--- src/common/irq_rx_consts.svh ---
`ifndef IRQ_RX_CONSTS_SVH
`define IRQ_RX_CONSTS_SVH

// register offsets
`define ADDR_EVENT_ENABLE_TWO 8'h04
`define ADDR_EVENT_FLAGS_TWO 8'h06
`define ADDR_ROUTE_GROUP_ONE 8'h07
`define ADDR_ROUTE_GROUP_TWO 8'h08
`define ADDR_PIN_CFG 8'h09
`define ADDR_DELAY_LOOP_CTRL 8'h0a
`define ADDR_WARN_CLEAR_CTRL 8'h0b
`define ADDR_RESERVED_TUNING 8'h0c
`define ADDR_CLOCK_RATE_MODE 8'h0d
`define ADDR_RX_STATUS 8'h0e

// reset values
`define RST_EVENT_ENABLE_TWO 8'h00
`define RST_EVENT_FLAGS_TWO 8'h00
`define RST_ROUTE_GROUP_ONE 8'h00
`define RST_ROUTE_GROUP_TWO 8'h00
`define RST_PIN_CFG 8'h00
`define RST_DELAY_LOOP_CTRL 8'h40
`define RST_WARN_CLEAR_CTRL 8'h39
`define RST_RESERVED_TUNING 8'h64
`define RST_CLOCK_RATE_MODE 8'h06

// writable bit masks
`define MASK_FLAGS_TWO 8'hf7
`define MASK_ROUTE_GROUP_ONE 8'h7f
`define MASK_PIN_CFG 8'h33
`define MASK_DELAY_LOOP_CTRL 8'hcf

// second flag group bit positions
`define BIT_PARITY_FAIL 7
`define BIT_SAMPLE_FAIL 6
`define BIT_DLL_WARNING 5
`define BIT_DLL_LOCKED 4
`define BIT_FIFO_UNDERFLOW 2
`define BIT_FIFO_OVERFLOW 1
`define BIT_FIFO_WARNING 0

// configuration fields
`define BIT_PARITY_IN_USE 5
`define BIT_FRAMING_IN_USE 4
`define BIT_DLL_ENABLE 7
`define BIT_DUTY_CORRECTION 6
`define BIT_CLEAR_WARN 7
`define BIT_SLOW_DATA_CLOCK 7
`define BIT_FIXED_DELAY_LINE 4

// status fields
`define BIT_STAT_LOCK 7
`define BIT_STAT_WARN 6
`define BIT_STAT_START_WARN 5
`define BIT_STAT_END_WARN 4
`define BIT_STAT_CLOCK_ON 2
`define BIT_STAT_RUNNING 0

// locked phase in 11.25 degree steps: 90 degrees is 8 steps
`define PHASE_BASE_STEPS 5'd8
`define PHASE_MAX_MAG 3'd6

// fifo warning distance from either end, in slots
`define FIFO_WARN_MARGIN 1

`endif

--- src/common/rx_cfg_pkg.sv ---
package rx_cfg_pkg;

  typedef enum logic [1:0] {
    ROLE_NONE = 2'h0,
    ROLE_PARITY = 2'h1,
    ROLE_FRAME = 2'h2,
    ROLE_RESERVED = 2'h3
  } shared_pin_role_type;

  typedef struct packed {
    logic wr;
    logic rd;
    logic [7:0] addr;
    logic [7:0] wdata;
  } reg_req_type;

  typedef struct packed {
    logic parity_mismatch;
    logic sample_mismatch;
    logic dll_warning;
    logic dll_locked;
    logic dll_start_warn;
    logic dll_end_warn;
    logic data_clock_on;
  } rx_event_type;

  typedef struct packed {
    logic dll_enable;
    logic duty_correction;
    logic [4:0] lock_phase_steps;
    logic phase_offset_valid;
    shared_pin_role_type shared_pin_role;
    logic parity_in_use;
    logic framing_in_use;
    logic slow_data_clock_mode;
    logic fixed_delay_line_mode;
    logic [7:0] reserved_tuning;
  } rx_cfg_type;

endpackage : rx_cfg_pkg

--- src/logic/sticky_flag_bank.sv ---
`timescale 1ns/1ps
`default_nettype none

module sticky_flag_bank #(
  parameter int WIDTH = 8,
  parameter logic [WIDTH-1:0] IMPL_MASK = '1,
  parameter logic [WIDTH-1:0] RESET_VALUE = '0
) (
  // clock and reset
  input wire logic clk_in,
  input wire logic rst_n_in,
  // set and clear
  input wire logic [WIDTH-1:0] set_in,
  input wire logic [WIDTH-1:0] clear_in,
  // state
  output logic [WIDTH-1:0] flags_out
);

  generate
    if (WIDTH < 1) begin : g_bad_width
      $error("sticky_flag_bank needs at least one flag");
    end
  endgenerate

  logic [WIDTH-1:0] flags_ff;

  // set wins over clear so an event in the clearing cycle is kept
  genvar i;
  generate
    for (i = 0; i < WIDTH; i++) begin : g_flag
      if (IMPL_MASK[i]) begin : g_impl
        always_ff @(posedge clk_in or negedge rst_n_in) begin
          if (!rst_n_in) begin
            flags_ff[i] <= RESET_VALUE[i];
          end else if (set_in[i]) begin
            flags_ff[i] <= 1'b1;
          end else if (clear_in[i]) begin
            flags_ff[i] <= 1'b0;
          end
        end
      end else begin : g_unused
        assign flags_ff[i] = 1'b0;
      end
    end
  endgenerate

  assign flags_out = flags_ff;

endmodule : sticky_flag_bank

`default_nettype wire

--- src/logic/fifo_event_monitor.sv ---
`timescale 1ns/1ps
`default_nettype none

`include "irq_rx_consts.svh"

module fifo_event_monitor #(
  parameter int PTR_WIDTH = 3
) (
  // clock and reset
  input wire logic clk_in,
  input wire logic rst_n_in,
  // fifo pointers
  input wire logic [PTR_WIDTH-1:0] wr_ptr_in,
  input wire logic [PTR_WIDTH-1:0] rd_ptr_in,
  // events
  output logic underflow_out,
  output logic overflow_out,
  output logic warning_out
);

  localparam int DEPTH = 1 << PTR_WIDTH;
  localparam logic [PTR_WIDTH-1:0] LOW_MARK = PTR_WIDTH'(`FIFO_WARN_MARGIN);
  localparam logic [PTR_WIDTH-1:0] HIGH_MARK = PTR_WIDTH'(DEPTH - 1 - `FIFO_WARN_MARGIN);

  generate
    if (PTR_WIDTH < 3) begin : g_bad_ptr
      $error("fifo_event_monitor needs at least eight slots");
    end
  endgenerate

  logic [PTR_WIDTH-1:0] prev_wr_ff;
  logic [PTR_WIDTH-1:0] prev_rd_ff;
  logic [PTR_WIDTH-1:0] occupancy;

  always_ff @(posedge clk_in or negedge rst_n_in) begin
    if (!rst_n_in) begin
      prev_wr_ff <= '0;
      prev_rd_ff <= '0;
    end else begin
      prev_wr_ff <= wr_ptr_in;
      prev_rd_ff <= rd_ptr_in;
    end
  end

  // equal pointers are ambiguous, so the mover decides: reader moving onto the writer
  // is underflow, writer moving onto the reader is overflow
  assign occupancy = wr_ptr_in - rd_ptr_in;
  assign underflow_out = (rd_ptr_in != prev_rd_ff) && (rd_ptr_in == wr_ptr_in); // see RQ4
  assign overflow_out = (wr_ptr_in != prev_wr_ff) && (wr_ptr_in == rd_ptr_in); // see RQ5
  assign warning_out = (occupancy <= LOW_MARK) || (occupancy >= HIGH_MARK); // see RQ6
endmodule : fifo_event_monitor

`default_nettype wire

--- src/logic/irq_route_and_data_rx_cfg.sv ---
`timescale 1ns/1ps
`default_nettype none

`include "irq_rx_consts.svh"

// Contract
// RQ1: parity mismatch sets flag bit 7 of second flag register.
// RQ2: sample comparison mismatch sets flag bit 6.
// RQ3: delay loop warning sets bit 5; delay loop lock sets bit 4.
// RQ4: read pointer reaching write pointer sets underflow bit 2.
// RQ5: pointer collision on write sets overflow bit 1.
// RQ6: occupancy at most one or at least six sets warning bit 0.
// RQ7: first group events go to pin a on select 0, pin b on 1.
// RQ8: second group events go to pin b on select 1, else pin a.
// RQ9: software sets parity usage bit 5 when parity checking is used.
// RQ10: software sets framing usage bit 4 when frame input is used.
// RQ11: pin role field: 0 none, 1 parity, 2 frame, 3 reserved.
// RQ12: control bit 7 enables delay loop; bit 6 duty correction, reset on.
// RQ13: lock phase 90 plus n times 11.25, n sign-magnitude, -6 to +6.
// RQ14: writing 1 to clear bit clears receiver warning status bits.
// RQ15: software writes only default values into reserved fields.
// RQ16: software clears slow clock bit at 350 MHz or more, else sets.
// RQ17: software clears fixed line bit in loop mode, sets it otherwise.
// RQ18: loop mode preferred above 250 MHz, fixed line below; advice only.
// RQ19: each second group flag has an enable bit, reset zero.
// RQ20: status bit 6 warns near either line end; start, end bits below.
// RQ21: a pin is high while any set, enabled flag routed to it stays set.
module irq_route_and_data_rx_cfg
  import rx_cfg_pkg::*;
#(
  parameter int PTR_WIDTH = 3
) (
  // clock and reset
  input wire logic clk_in,
  input wire logic rst_n_in,
  // register port from the serial control decoder
  input wire reg_req_type reg_req_in,
  output logic [7:0] reg_rdata_out,
  // receiver events
  input wire rx_event_type rx_event_in,
  input wire logic [PTR_WIDTH-1:0] fifo_wr_ptr_in,
  input wire logic [PTR_WIDTH-1:0] fifo_rd_ptr_in,
  // first group, already enabled
  input wire logic [6:0] group_one_pending_in,
  // interrupt pins
  output logic interrupt_pin_a_out,
  output logic interrupt_pin_b_out,
  // receiver configuration
  output rx_cfg_type rx_cfg_out,
  output logic parity_check_en_out,
  output logic frame_check_en_out
);

  generate
    if (PTR_WIDTH < 3) begin : g_bad_ptr
      $error("fifo pointers need at least three bits");
    end
  endgenerate

  function automatic logic is_writable(input logic [7:0] addr);
    is_writable = (addr == `ADDR_EVENT_ENABLE_TWO) || (addr == `ADDR_EVENT_FLAGS_TWO) ||
                  ((addr >= `ADDR_ROUTE_GROUP_ONE) && (addr <= `ADDR_CLOCK_RATE_MODE));
  endfunction : is_writable

  function automatic logic hit(input reg_req_type req, input logic [7:0] addr);
    hit = req.wr && is_writable(req.addr) && (req.addr == addr);
  endfunction : hit

  // reset release through two flops
  logic rst_meta_ff;
  logic rst_sync_ff;
  logic rst_n;

  always_ff @(posedge clk_in or negedge rst_n_in) begin
    if (!rst_n_in) begin
      rst_meta_ff <= 1'b0;
      rst_sync_ff <= 1'b0;
    end else begin
      rst_meta_ff <= 1'b1;
      rst_sync_ff <= rst_meta_ff;
    end
  end
  assign rst_n = rst_sync_ff;

  logic [7:0] enable_two_ff;
  logic [7:0] route_one_ff;
  logic [7:0] route_two_ff;
  logic [7:0] pin_cfg_ff;
  logic [7:0] loop_ctrl_ff;
  logic [7:0] warn_ctrl_ff;
  logic [7:0] tuning_ff;
  logic [7:0] rate_mode_ff;

  always_ff @(posedge clk_in or negedge rst_n) begin
    if (!rst_n) begin
      enable_two_ff <= `RST_EVENT_ENABLE_TWO; // see RQ19
      route_one_ff <= `RST_ROUTE_GROUP_ONE;
      route_two_ff <= `RST_ROUTE_GROUP_TWO;
      pin_cfg_ff <= `RST_PIN_CFG;
      loop_ctrl_ff <= `RST_DELAY_LOOP_CTRL; // see RQ12
      warn_ctrl_ff <= `RST_WARN_CLEAR_CTRL;
      tuning_ff <= `RST_RESERVED_TUNING;
      rate_mode_ff <= `RST_CLOCK_RATE_MODE;
    end else begin
      if (hit(reg_req_in, `ADDR_EVENT_ENABLE_TWO)) begin
        enable_two_ff <= reg_req_in.wdata & `MASK_FLAGS_TWO; // see RQ19
      end
      if (hit(reg_req_in, `ADDR_ROUTE_GROUP_ONE)) begin
        route_one_ff <= reg_req_in.wdata & `MASK_ROUTE_GROUP_ONE;
      end
      if (hit(reg_req_in, `ADDR_ROUTE_GROUP_TWO)) begin
        route_two_ff <= reg_req_in.wdata & `MASK_FLAGS_TWO;
      end
      if (hit(reg_req_in, `ADDR_PIN_CFG)) begin
        pin_cfg_ff <= reg_req_in.wdata & `MASK_PIN_CFG;
      end
      if (hit(reg_req_in, `ADDR_DELAY_LOOP_CTRL)) begin
        loop_ctrl_ff <= reg_req_in.wdata & `MASK_DELAY_LOOP_CTRL;
      end
      if (hit(reg_req_in, `ADDR_WARN_CLEAR_CTRL)) begin
        warn_ctrl_ff <= reg_req_in.wdata;
      end
      if (hit(reg_req_in, `ADDR_RESERVED_TUNING)) begin
        tuning_ff <= reg_req_in.wdata;
      end
      if (hit(reg_req_in, `ADDR_CLOCK_RATE_MODE)) begin
        rate_mode_ff <= reg_req_in.wdata;
      end
    end
  end

  // second flag group
  logic fifo_underflow;
  logic fifo_overflow;
  logic fifo_warning;
  logic [7:0] flag_set;
  logic [7:0] flag_clear;
  logic [7:0] flags_two;

  fifo_event_monitor #(
    .PTR_WIDTH(PTR_WIDTH)
  ) u_fifo_mon (
    .clk_in(clk_in),
    .rst_n_in(rst_n),
    .wr_ptr_in(fifo_wr_ptr_in),
    .rd_ptr_in(fifo_rd_ptr_in),
    .underflow_out(fifo_underflow),
    .overflow_out(fifo_overflow),
    .warning_out(fifo_warning)
  );

  always_comb begin
    flag_set = 8'h00;
    flag_set[`BIT_PARITY_FAIL] = rx_event_in.parity_mismatch; // see RQ1
    flag_set[`BIT_SAMPLE_FAIL] = rx_event_in.sample_mismatch; // see RQ2
    flag_set[`BIT_DLL_WARNING] = rx_event_in.dll_warning; // see RQ3
    flag_set[`BIT_DLL_LOCKED] = rx_event_in.dll_locked; // see RQ3
    flag_set[`BIT_FIFO_UNDERFLOW] = fifo_underflow; // see RQ4
    flag_set[`BIT_FIFO_OVERFLOW] = fifo_overflow; // see RQ5
    flag_set[`BIT_FIFO_WARNING] = fifo_warning; // see RQ6
  end

  // write one to clear; a level event that stays high simply sets again
  assign flag_clear = hit(reg_req_in, `ADDR_EVENT_FLAGS_TWO) ? reg_req_in.wdata : 8'h00;

  sticky_flag_bank #(
    .WIDTH(8),
    .IMPL_MASK(`MASK_FLAGS_TWO),
    .RESET_VALUE(`RST_EVENT_FLAGS_TWO)
  ) u_flags_two (
    .clk_in(clk_in),
    .rst_n_in(rst_n),
    .set_in(flag_set),
    .clear_in(flag_clear),
    .flags_out(flags_two)
  );

  // receiver warning status, cleared by the clear bit
  logic clear_warn;
  logic [1:0] line_warn;

  assign clear_warn = hit(reg_req_in, `ADDR_WARN_CLEAR_CTRL) && reg_req_in.wdata[`BIT_CLEAR_WARN];

  sticky_flag_bank #(
    .WIDTH(2),
    .IMPL_MASK(2'h3),
    .RESET_VALUE(2'h0)
  ) u_line_warn (
    .clk_in(clk_in),
    .rst_n_in(rst_n),
    .set_in({rx_event_in.dll_start_warn, rx_event_in.dll_end_warn}), // see RQ20
    .clear_in({2{clear_warn}}), // see RQ14
    .flags_out(line_warn)
  );

  logic [7:0] rx_status;
  always_comb begin
    rx_status = 8'h00;
    rx_status[`BIT_STAT_LOCK] = rx_event_in.dll_locked;
    rx_status[`BIT_STAT_WARN] = |line_warn; // see RQ20
    rx_status[`BIT_STAT_START_WARN] = line_warn[1];
    rx_status[`BIT_STAT_END_WARN] = line_warn[0];
    rx_status[`BIT_STAT_CLOCK_ON] = rx_event_in.data_clock_on;
    rx_status[`BIT_STAT_RUNNING] = loop_ctrl_ff[`BIT_DLL_ENABLE];
  end

  // interrupt routing; pins registered to keep them glitch free
  logic [7:0] pending_two;
  logic nxt_pin_a;
  logic nxt_pin_b;
  logic pin_a_ff;
  logic pin_b_ff;

  assign pending_two = flags_two & enable_two_ff;
  assign nxt_pin_a = |(group_one_pending_in & ~route_one_ff[6:0]) | // see RQ7
                     |(pending_two & ~route_two_ff); // see RQ8
  assign nxt_pin_b = |(group_one_pending_in & route_one_ff[6:0]) | // see RQ7
                     |(pending_two & route_two_ff); // see RQ8

  always_ff @(posedge clk_in or negedge rst_n) begin
    if (!rst_n) begin
      pin_a_ff <= 1'b0;
      pin_b_ff <= 1'b0;
    end else begin
      pin_a_ff <= nxt_pin_a; // see RQ21
      pin_b_ff <= nxt_pin_b; // see RQ21
    end
  end
  assign interrupt_pin_a_out = pin_a_ff;
  assign interrupt_pin_b_out = pin_b_ff;

  // lock phase in 11.25 degree steps; out-of-range magnitudes clamp to six steps
  logic [2:0] phase_mag;
  logic phase_valid;
  logic [4:0] phase_steps;
  assign phase_valid = (loop_ctrl_ff[2:0] <= `PHASE_MAX_MAG); // see RQ13
  assign phase_mag = phase_valid ? loop_ctrl_ff[2:0] : `PHASE_MAX_MAG;
  assign phase_steps = loop_ctrl_ff[3] ? (`PHASE_BASE_STEPS - {2'b00, phase_mag})
                                       : (`PHASE_BASE_STEPS + {2'b00, phase_mag}); // see RQ13

  shared_pin_role_type role;
  assign role = shared_pin_role_type'(pin_cfg_ff[1:0]);

  rx_cfg_type cfg_ff;
  logic parity_en_ff;
  logic frame_en_ff;

  always_ff @(posedge clk_in or negedge rst_n) begin
    if (!rst_n) begin
      cfg_ff <= '0;
      parity_en_ff <= 1'b0;
      frame_en_ff <= 1'b0;
    end else begin
      cfg_ff.dll_enable <= loop_ctrl_ff[`BIT_DLL_ENABLE]; // see RQ12
      cfg_ff.duty_correction <= loop_ctrl_ff[`BIT_DUTY_CORRECTION]; // see RQ12
      cfg_ff.lock_phase_steps <= phase_steps;
      cfg_ff.phase_offset_valid <= phase_valid;
      cfg_ff.shared_pin_role <= role;
      cfg_ff.parity_in_use <= pin_cfg_ff[`BIT_PARITY_IN_USE];
      cfg_ff.framing_in_use <= pin_cfg_ff[`BIT_FRAMING_IN_USE];
      cfg_ff.slow_data_clock_mode <= rate_mode_ff[`BIT_SLOW_DATA_CLOCK];
      cfg_ff.fixed_delay_line_mode <= rate_mode_ff[`BIT_FIXED_DELAY_LINE];
      cfg_ff.reserved_tuning <= tuning_ff;
      // reserved role drives neither checker
      parity_en_ff <= (role == ROLE_PARITY); // see RQ11
      frame_en_ff <= (role == ROLE_FRAME); // see RQ11
    end
  end
  assign rx_cfg_out = cfg_ff;
  assign parity_check_en_out = parity_en_ff;
  assign frame_check_en_out = frame_en_ff;

  // read data one cycle after the read strobe; unmapped reads return zero
  logic [7:0] rdata_ff;
  always_ff @(posedge clk_in or negedge rst_n) begin
    if (!rst_n) begin
      rdata_ff <= 8'h00;
    end else if (reg_req_in.rd) begin
      if (reg_req_in.addr == `ADDR_EVENT_ENABLE_TWO) begin
        rdata_ff <= enable_two_ff;
      end else if (reg_req_in.addr == `ADDR_EVENT_FLAGS_TWO) begin
        rdata_ff <= flags_two;
      end else if (reg_req_in.addr == `ADDR_ROUTE_GROUP_ONE) begin
        rdata_ff <= route_one_ff;
      end else if (reg_req_in.addr == `ADDR_ROUTE_GROUP_TWO) begin
        rdata_ff <= route_two_ff;
      end else if (reg_req_in.addr == `ADDR_PIN_CFG) begin
        rdata_ff <= pin_cfg_ff;
      end else if (reg_req_in.addr == `ADDR_DELAY_LOOP_CTRL) begin
        rdata_ff <= loop_ctrl_ff;
      end else if (reg_req_in.addr == `ADDR_WARN_CLEAR_CTRL) begin
        rdata_ff <= warn_ctrl_ff;
      end else if (reg_req_in.addr == `ADDR_RESERVED_TUNING) begin
        rdata_ff <= tuning_ff;
      end else if (reg_req_in.addr == `ADDR_CLOCK_RATE_MODE) begin
        rdata_ff <= rate_mode_ff;
      end else if (reg_req_in.addr == `ADDR_RX_STATUS) begin
        rdata_ff <= rx_status;
      end else begin
        rdata_ff <= 8'h00;
      end
    end
  end
  assign reg_rdata_out = rdata_ff;
endmodule : irq_route_and_data_rx_cfg

`default_nettype wire

--- config.mk ---
export PLATFORM = sky130hd
export DESIGN_NAME = irq_route_and_data_rx_cfg
export DESIGN_NICKNAME = d
export VERILOG_FILES = /design/src/common/rx_cfg_pkg.sv /design/src/logic/sticky_flag_bank.sv /design/src/logic/fifo_event_monitor.sv /design/src/logic/irq_route_and_data_rx_cfg.sv
export VERILOG_INCLUDE_DIRS = /design/src /design/src/common
export SDC_FILE = /design/constraint.sdc
export NUM_CORES = 1
export LEC_CHECK = 0
export ABC_AREA = 1
export CORE_UTILIZATION = 31
export CTS_BUF_LIST = sky130_fd_sc_hd__clkbuf_8
export DETAILED_ROUTE_END_ITERATION = 8
export DONT_BUFFER_PORTS = 1
export SLEW_MARGIN = 20
export SYNTH_ARGS = -nofsm -noshare
export SYNTH_HDL_FRONTEND = slang
export SYNTH_SLANG_ARGS = --single-unit
--- constraint.sdc ---
create_clock -name clk_in -period 3.2 [get_ports clk_in]
set_input_delay 0.64 -clock clk_in [delete_from_list [all_inputs] [get_ports clk_in]]
set_output_delay 0.64 -clock clk_in [all_outputs]
set_load 0.05 [all_outputs]
==> results.md, run 1 <==
* Outcome: finished, final reports clean
* Critical path class: primary input to flop
* Clk_skew at 10.8 ps
* Max Slew Vio Count at 0
* Fin worst setup slack at 1240 ps
* Num ports at 74
* Total gr overflow at 0
* Most frequent cells in the layout: nand2_1 (163), dfrtp_1 (94), inv_1 (67), nor2_1 (41), o21ai_0 (40)
* Ys Warns at 0
* First-pass detailed-route iteration total at 5
* RSZ-0062 raised after global routing: no
* Latest clock arrival within the worst-skew pair at 390 ps
* Most common cell after layout, fill and taps aside: nand2_1
* Max H-tree Level at 3
* Non-filler cells, final at 783
* Final wirelength at 13400 um
* Area leader, netlist: dfrtp_1
* R2R Setup Slk at 1700 ps
* Internal Pwr Total at 1830 uW
* Largest cells by area after synthesis: dfrtp_1 (49%), nand2_1 (13%), dfstp_2 (5.4%)
* Max clock buf depth at 2
* Antenna violations before repair at 0
* Max Cap Violations at 0
* Critical path launch point type: primary input
* Fillers at 1572
* Headroom to the max-slew limit at 55.6%
* DRT iter0 DRCs at 298
* TritonCTS Sinks at 105
* Vias in the first global route at 3904
* GRT Total Usage at 17.7%
* FF-to-FF path depth at 7
* Mapped Nets at 604
* CTS Buf Count at 9
* Pin count of the biggest net entering global routing at 56
* Vias/cell at 4.86
* Hold_sp: fifo_wr_ptr_in[0]
* Die ar. at 0.0161 mm^2
* Hold Path Depth at 0
* R2r startpoint: u_line_warn.flags_out[1]
* Dpl ws at 856 ps
* Clock Power Share at 38.0%
* Via count at 3808
* Synth top area share at 49.0%
* Diodes inserted at 0
* Endpoint class of the critical path: flop
* DRC at 0
* First-pass GRT wire length at 21300 um
* CTS tree: built
* Distinct cells, synth at 40
* Antenna viol nets, final at 0
* Worst-path clk slew at 90 ps
* Final hold slack at 277 ps
* Share of flip-flops with an asynchronous set or reset at 100%
* Avg WL per Cell at 17.1 um
* # nets final at 610
* Final Hold Vio Count at 0
* Postcts setup bufs at 0
* Min Tclk post-route at 1960 ps
* R2r endpoint: reg_rdata_out[6]
* Chip height at 127 um
* HPWL after DPL at 10100 um
* Initial core utilization at 31.8%
* Max Fclk at 0.511 GHz
* Static Leak at 0.00263 uW
* Core area at 0.0153 mm^2
* Worst Hold Class: primary input to flop
* Area growth syn-to-layout at 9.73%
* Pwr/cell area at 453 mW/mm^2
* Worst Path Required at 3530 ps
* Least-Margin Pin Slew at 666 ps
* Number of port buffers at 0
* Row count at 45
* Die width at 127 um
* Comb power frac at 4.8%
* Primary FF master, synth: dfrtp_1
* Final setup TNS at 0 ps
* Cells after DPL at 766
* Fin crit share at 61.1%
* Mean Syn Cell Area at 8.64 um^2
* Cell Area, Synth at 0.00485 mm^2
* Psw at 578 uW
* Post-Syn Instances at 561
* #FFs+latches synth at 105
* Maximum vdd drop at 0.222 mV
* CP Max Fanout at 14
* Sequential share of the synthesized area at 54.4%
* Gpl congestion at 0.938
* # setup viols final at 0
* Sw frac at 24.0%
* WP data arrival at 2290 ps
* CTS Root Cell: clkbuf_8
* Reg power frac at 57.1%
* Endpoint, Worst Hold: u_fifo_mon.prev_wr_ff[0]
* Layout cell share with drive strength beyond 1 at 10.7%
* EDFF count, synth at 0
[metrics by stage]
step	util [%]	power, uW	area, um^2
global route	34.9	2510	5320
floorplan	-	1480	4850
CTS	34.9	2440	5320
global placement	33.4	1520	5090
detailed placement	33.4	1520	5090
finish	34.9	2410	5320
[critical path, stage by stage]
cell	delay [ps]
inv_1	30
nand2_1	50
nor2_2	380
buf_4	280
nand2_1	240
o21ai_0	240
nor2_1	90
o21ai_0	190
nand2_1	80
nand2_1	50
[flip-flops by register name, indices dropped and copies added, names as in the netlist, 6 cells and up]
register and flops:
enable_two_ff 7, rate_mode_ff 8, warn_ctrl_ff 8, rx_cfg_out 21, loop_ctrl_ff 6, tuning_ff 8
reg_rdata_out 8, u_flags_two.flags_out 7, route_one_ff 7, route_two_ff 7
[routing by layer]
metal / wire length [um] / global-route usage (%)
met4: 401 / 7.42
met2: 6340 / 28.9
met5: 0 / 0
met3: 780 / 4.90
met1: 5850 / 22.1
[area by class of cell]
class / instances / area, um^2 / area share [%]
clock inverters: 6 / 83.8 / 1.58
repair buffers: 4 / 45.0 / 0.846
inverters: 70 / 268 / 5.03
clock buffers: 10 / 138 / 2.59
flip-flops and latches: 105 / 2640 / 49.7
multi-input cells: 377 / 1880 / 35.3
well taps: 211 / 264 / 4.96
[worst max-delay path by stage]
| stage | end | startpoint | depth (start not counted) |
|---|---|---|---|
| after global placement | reg_rdata_out[3] | reg_req_in[15] | 10 |
| final | reg_rdata_out[3] | reg_req_in[15] | 10 |
| after detailed placement | reg_rdata_out[3] | reg_req_in[15] | 10 |
| after CTS | reg_rdata_out[3] | reg_req_in[15] | 10 |
| after global routing | loop_ctrl_ff[3] | reg_req_in[15] | 8 |
| after floorplan | enable_two_ff[0] | rst_n | 0 |
[cells in the mapped netlist (all sizes together), types with 5 or more instances]
cell type and number:
nand2 172, dfrtp 95, inv 70, o21ai 62, nor2 48, nand3 30, nand4 15, dfstp 10
xor2 9, a21oi 8, buf 6, nor3 5
[kinds of logic (layout without fill, tap and decap cells)]
group                      count (synthesis)  in the layout  share of synthesized area [%]
adders and majority gates                  3              3                          0.929
DFF                                      105            105                           54.4
AOI/OAI and AO/OA                         88             88                           10.6
xor gates and xnor gates                  10             10                           1.81
buffers and inverters                     79             90                           6.81
and+or+nand+nor                          274            274                           25.3
other                                      2              2                          0.155
[repair_timing]
action,CTS,global route
hold endpoints to repair,2,0
hold buffers,1,0
gates resized for setup,0,0
[power groups by stage]
stage / clock network (uW) / registers, uW / logic (uW)
4_1_cts: 945 / 1380 / 117
5_1_grt: 991 / 1380 / 132
3_5_place_dp: 0 / 1400 / 116
2_1_floorplan: 0 / 1410 / 72.9
3_3_place_gp: 0 / 1400 / 114
6_report: 917 / 1380 / 116
(Power assumes the default switching activity.)
==> run 2, diff against run 1 <==
==> constraint.sdc (replaced) <==
create_clock -name clk_in -period 1.97 [get_ports clk_in]
set_input_delay 0.394 -clock clk_in [delete_from_list [all_inputs] [get_ports clk_in]]
set_output_delay 0.394 -clock clk_in [all_outputs]
set_load 0.05 [all_outputs]
==> run 2 against run 1 <==
Compared with the run above:
- sequential power is 61% higher
- non-clock buffer count is 16 higher
- worst hold slack worse by 200 ps
- clock skew is 3.0 ps higher
- worst setup slack worse by 740 ps
- via count is 0.50% higher
- global-route usage is 0.35 points higher
- final cell count is 2.0% higher
- utilization is 0.77 points higher
- register-to-register slack worse by 1200 ps
- largest cell class unchanged
- largest power group unchanged
==> results.md, run 2 (synthesis gave the netlist of run 1 again) <==
* First-pass GRT wire length at 21700 um (+1.8%)
* Most common cell after layout, fill and taps aside: nand2_1
* Latest clock arrival within the worst-skew pair at 400 ps (about the same)
* Fillers at 1568 (-0.25%)
* CP Max Fanout at 3 (-11)
* Endpoint class of the critical path: flop
* Antenna violations before repair at 0 (unchanged)
* CTS Buf Count at 9 (unchanged)
* Dpl cell area at 0.00518 mm^2 (+1.7%)
* Critical path launch point type: flop
* Die ar. at 0.0161 mm^2 (unchanged)
* Tot Pwr at 3760 uW (+56%)
* Final Hold Vio Count at 0 (unchanged)
* Area growth syn-to-layout at 12.2%
* WP data arrival at 1750 ps (-540 ps)
* Via count at 3827 (+0.50%)
* Cts hold-fix bufs at 7 (+6)
* Final setup TNS at 0 ps (unchanged)
* Outcome: finished, final reports clean
* Design area at 0.00544 mm^2 (+2.2%)
* Die width at 127 um (unchanged)
* GRT Total Usage at 18.1% (+0.35 points)
* Worst Path Required at 2250 ps (-1280 ps)
* Vias in the first global route at 3965 (+1.6%)
* Layout cell share with drive strength beyond 1 at 12.2% (+1.6 points)
* Maximum vdd drop at 0.544 mV (+150%)
* Max reg flops at 21 (unchanged)
* Avg WL per Cell at 16.7 um (-2.1%)
* Fin crit share at 74.7%
* Total gr overflow at 0 (unchanged)
* # setup viols final at 0 (unchanged)
* Clk_skew at 13.8 ps (+2.99 ps)
* Diodes inserted at 0 (unchanged)
* Most frequent cells in the layout: nand2_1 (163), dfrtp_1 (94), inv_1 (66), nor2_1 (41), o21ai_0 (40)
* Max H-tree Level at 3 (unchanged)
* Postcts setup bufs at 0 (unchanged)
* Worst-path clk slew at 110 ps (+20 ps)
* Gpl congestion at 0.912 (-2.8%)
* CTS tree: built
* Final hold slack at 82.0 ps (-195 ps)
* Worst Hold Class: primary input to flop
* Max Cap Violations at 0 (unchanged)
* Core area at 0.0153 mm^2 (unchanged)
* Vias/cell at 4.79 (-1.5%)
* Critical path class: flop to flop
* Static Leak at 0.00269 uW (+2.3%)
* # nets final at 626 (+2.6%)
* DRT iter0 DRCs at 306 (+2.7%)
* Number of port buffers at 0 (unchanged)
* DRC at 0 (unchanged)
* TritonCTS Sinks at 105 (unchanged)
* Max clock buf depth at 2 (unchanged)
* Max Fclk at 0.680 GHz
* Initial core utilization at 31.8% (unchanged)
* RSZ-0062 raised after global routing: no
* Pwr/cell area at 691 mW/mm^2 (+53%)
* Pin count of the biggest net entering global routing at 64 (+14%)
* Chip height at 127 um (unchanged)
* Row count at 45 (unchanged)
* Num ports at 74 (unchanged)
* CTS Root Cell: clkbuf_8
* HPWL after DPL at 10300 um (+1.7%)
* Final wirelength at 13400 um (-0.12%)
* Cts repair resizes at 0 (unchanged)
* Min Tclk post-route at 1470 ps
* Antenna viol nets, final at 0 (unchanged)
* First-pass detailed-route iteration total at 5 (unchanged)
* Max Slew Vio Count at 0 (unchanged)
## run 2: changes by cell type in the layout (fill, tap and decap cells not counted), moves of 2 or more
cell,before,now
inv_6,1,3
dlygate4sd3_1,1,7
bufinv_16,2,0
buf_4,2,11
inv_8,0,3
## run 2: path summary, 6_finish.rpt
path / startpoint / end / slack, ps / cells after the start
min reg2reg: rst_n / rate_mode_ff[7] / 170 / 0
max: u_line_warn.flags_out[1] / reg_rdata_out[6] / 500 / 7
min in group asynchronous: rst_n / rate_mode_ff[7] / 170 / 0
max in group asynchronous: rst_n / tuning_ff[6] / 1150 / 1
max reg2reg: u_line_warn.flags_out[1] / reg_rdata_out[6] / 500 / 7
min: reg_req_in[1] / rate_mode_ff[1] / 80 / 2
## run 2: layer usage
metal  GRT usage (%)  part of all wire [%]
met5               0                     0
met1            22.0                    43
met2            30.2                    48
met4            7.63                   2.7
met3            4.94                   6.5
## run 2: per-stage QoR
stage	worst slack (ps)	util, %	cells
final	499	35.6	799
after global placement	155	33.9	776
after detailed placement	82.7	33.9	776
after floorplan	219	-	561
after global routing	330	35.6	799
after CTS	488	35.6	799
## run 2: power breakdown
group | internal [uW] | switching, uW
clock network | 497 | 821
logic | 66.3 | 149
registers | 2180 | 43.5
## run 2: worst max-delay path: stages, from the launching register on
cell and delay [ps]:
dfrtp_1 410, or2_2 300, nand3_1 90, nand3_1 80, nor2_1 130, nand4_1 100, nor2_1 180, nor2_1 60
## run 2: final cells by class
class / count / area [um^2] / area share, %
multi-input combinational: 377 / 1880 / 34.6
sequential: 105 / 2640 / 48.6
clock inverter: 7 / 67.6 / 1.24
tap: 211 / 264 / 4.85
clock buffer: 9 / 124 / 2.28
inverter: 70 / 268 / 4.92
timing repair buffer: 20 / 193 / 3.54
==> run 3, diff against run 2 <==
==> constraint.sdc (replaced) <==
create_clock -name clk_in -period 1.3 [get_ports clk_in]
set_input_delay 0.26 -clock clk_in [delete_from_list [all_inputs] [get_ports clk_in]]
set_output_delay 0.26 -clock clk_in [all_outputs]
set_load 0.05 [all_outputs]
==> run 3 against run 2 <==
Compared with the run above:
- the run now ends with setup timing left
- first-iteration DRC count increased by 10%
- combinational power increased by 100%
- clock skew decreased by 5.3 ps
- non-clock buffer count increased by 51
==> results.md, run 3 (synthesis gave the netlist of run 1 again) <==
* Outcome: complete, but fails checks
* Failing checks: setup timing
* Max reg flops at 21 (unchanged)
* Clk_skew at 8.47 ps (-5.35 ps)
* CP Max Fanout at 2 (-1)
* Fin worst setup slack at -15.2 ps (-514 ps)
* CTS tree: built
* RSZ-0062 raised after global routing: yes
* Final wirelength at 13800 um (+3.1%)
* Metal-1 WL at 6090 um (+5.7%)
* Final setup TNS at -15.2 ps (-15.2 ps)
* Metal2 WL at 6550 um (+3.2%)
* GRT Total Usage at 18.2% (+0.12 points)
* First-pass GRT wire length at 21900 um (+1.2%)
* # nets final at 677 (+8.1%)
* Die width at 127 um (unchanged)
* Area growth syn-to-layout at 25.3%
* Number of port buffers at 0 (unchanged)
* R2r endpoint: reg_rdata_out[6]
* Die ar. at 0.0161 mm^2 (unchanged)
* DRT iter0 DRCs at 337 (+10%)
* CTS Buf Count at 9 (unchanged)
* Max Fclk at 0.760 GHz (+12%)
* Row count at 45 (unchanged)
* Max layer used: met4
* Pwr/cell area at 979 mW/mm^2 (+42%)
* # setup viols final at 1 (+1)
* Antenna viol nets, final at 0 (unchanged)
* Initial core utilization at 31.8% (unchanged)
* Gpl congestion at 0.914 (+0.23%)
* Critical path launch point type: flop
* Endpoint class of the critical path: flop
* Core area at 0.0153 mm^2 (unchanged)
* Hold Path Depth at 3 (+1)
* Max clock buf depth at 2 (unchanged)
* Latest clock arrival within the worst-skew pair at 390 ps (about the same)
* DRC at 0 (unchanged)
* Sw frac at 25.3% (-1.7 points)
* Max Cap Violations at 0 (unchanged)
* Layout cell share with drive strength beyond 1 at 23.5% (+11 points)
* Most frequent cells in the layout: nand2_1 (158), dfrtp_1 (67), inv_1 (63), buf_4 (42), nor2_1 (37)
* Maximum vdd drop at 0.559 mV (+2.8%)
* Min Tclk post-route at 1320 ps (-156 ps)
* Diodes inserted at 0 (unchanged)
* Fin crit share at 101% (+27 points)
* Clock Power Share at 36.1% (+1.0 points)
* Vias in the first global route at 4048 (+2.1%)
* Via count at 4021 (+5.1%)
* CTS Root Cell: clkbuf_8
* HPWL after DPL at 10500 um (+2.7%)
* Avg WL per Cell at 16.2 um (-3.1%)
* Internal Pwr Total at 4440 uW (+62%)
* TritonCTS Sinks at 105 (unchanged)
* Pin count of the biggest net entering global routing at 47 (-27%)
* Max Slew Vio Count at 0 (unchanged)
* Num ports at 74 (unchanged)
* Critical path class: flop to flop
* First-pass detailed-route iteration total at 5 (unchanged)
* Comb power frac at 7.4% (+1.7 points)
* R2R Setup Slk at -20 ps (-510 ps)
* Final Hold Vio Count at 0 (unchanged)
* Reg power frac at 56.5% (-2.7 points)
* Worst Path Required at 1580 ps (-670 ps)
* Max H-tree Level at 3 (unchanged)
* Total gr overflow at 0 (unchanged)
* Worst-path clk slew at 100 ps (about the same)
* Static Leak at 0.00298 uW (+11%)
* Vias/cell at 4.73 (-1.2%)
* WP data arrival at 1600 ps (-150 ps)
* Psw at 1500 uW (+48%)
* R2r startpoint: u_line_warn.flags_out[0]
* Routed met3 length at 762 um (-13%)
* Most common cell after layout, fill and taps aside: nand2_1
* FF-to-FF path depth at 7 (unchanged)
* Antenna violations before repair at 0 (unchanged)
* Final hold slack at 18.3 ps (-63.8 ps)
* Chip height at 127 um (unchanged)
* Worst Hold Class: primary input to flop
* Hold_sp: reg_req_in[5]
* Endpoint, Worst Hold: u_flags_two.flags_out[5]
-- run 3: repair_timing --
item,4_1_cts,5_1_grt
buffers inserted,1,1
hold buffers,22,0
gates resized for setup,15,22
pin swaps,6,5
setup endpoints to repair,13,27
endpoints found under the hold margin,28,0
-- run 3: worst max-delay path, cell delays in order (launching register included) --
cell and delay [ps]:
dfrtp_1 390, or2_4 250, nand3_2 70, nand3_2 100, nor2_4 100, nand4_1 110
nor2_2 140, nor2_1 50
-- run 3: how the worst max path moves through the flow --
stage                                    end  depth (start not counted)                     start  slack [ps]
finish                      reg_rdata_out[6]                          7  u_line_warn.flags_out[0]         -20
global route                reg_rdata_out[6]                          7  u_line_warn.flags_out[0]         -90
CTS                         reg_rdata_out[6]                          7  u_line_warn.flags_out[0]        -100
detailed placement  u_flags_two.flags_out[2]                         10            reg_req_in[15]        -330
global placement    u_flags_two.flags_out[7]                         10            reg_req_in[15]        -290
floorplan                       tuning_ff[7]                         11            reg_req_in[14]        -130
-- run 3: routing by layer --
metal	up-vias	GRT usage (%)
met5	-	0
met4	0	8.26
met3	25	3.98
met2	135	29.5
met1	1908	23.3
li1	1953	-
-- run 3: power groups by stage --
stage / clock network (uW) / registers [uW] / logic [uW]
2_1_floorplan: 0 / 3460 / 194
3_3_place_gp: 0 / 3420 / 374
3_5_place_dp: 0 / 3430 / 381
4_1_cts: 2210 / 3360 / 444
5_1_grt: 2340 / 3370 / 487
6_report: 2150 / 3360 / 438
-- run 3: layout make-up --
| class | instances | area [um^2] |
|---|---|---|
| flip-flops and latches | 105 | 2680 |
| clock inverters | 6 | 73.8 |
| well taps | 211 | 264 |
| fillers | 1529 | 9180 |
| inverters | 70 | 285 |
| repair buffers | 71 | 667 |
| clock buffers | 10 | 138 |
| multi-input cells | 377 | 1970 |
-- run 3: per-stage QoR --
step           cells  power (uW)  setup WS [ps]  utilization, %  area [um^2]
4_1_cts          849        6020           -103            39.5         6030
3_5_place_dp     810        3810           -330            36.4         5560
5_1_grt          850        6190          -87.3            39.8         6080
3_3_place_gp     810        3800           -294            36.4         5560
2_1_floorplan    561        3660           -134               -         4940
6_report         850        5950          -15.2            39.8         6080
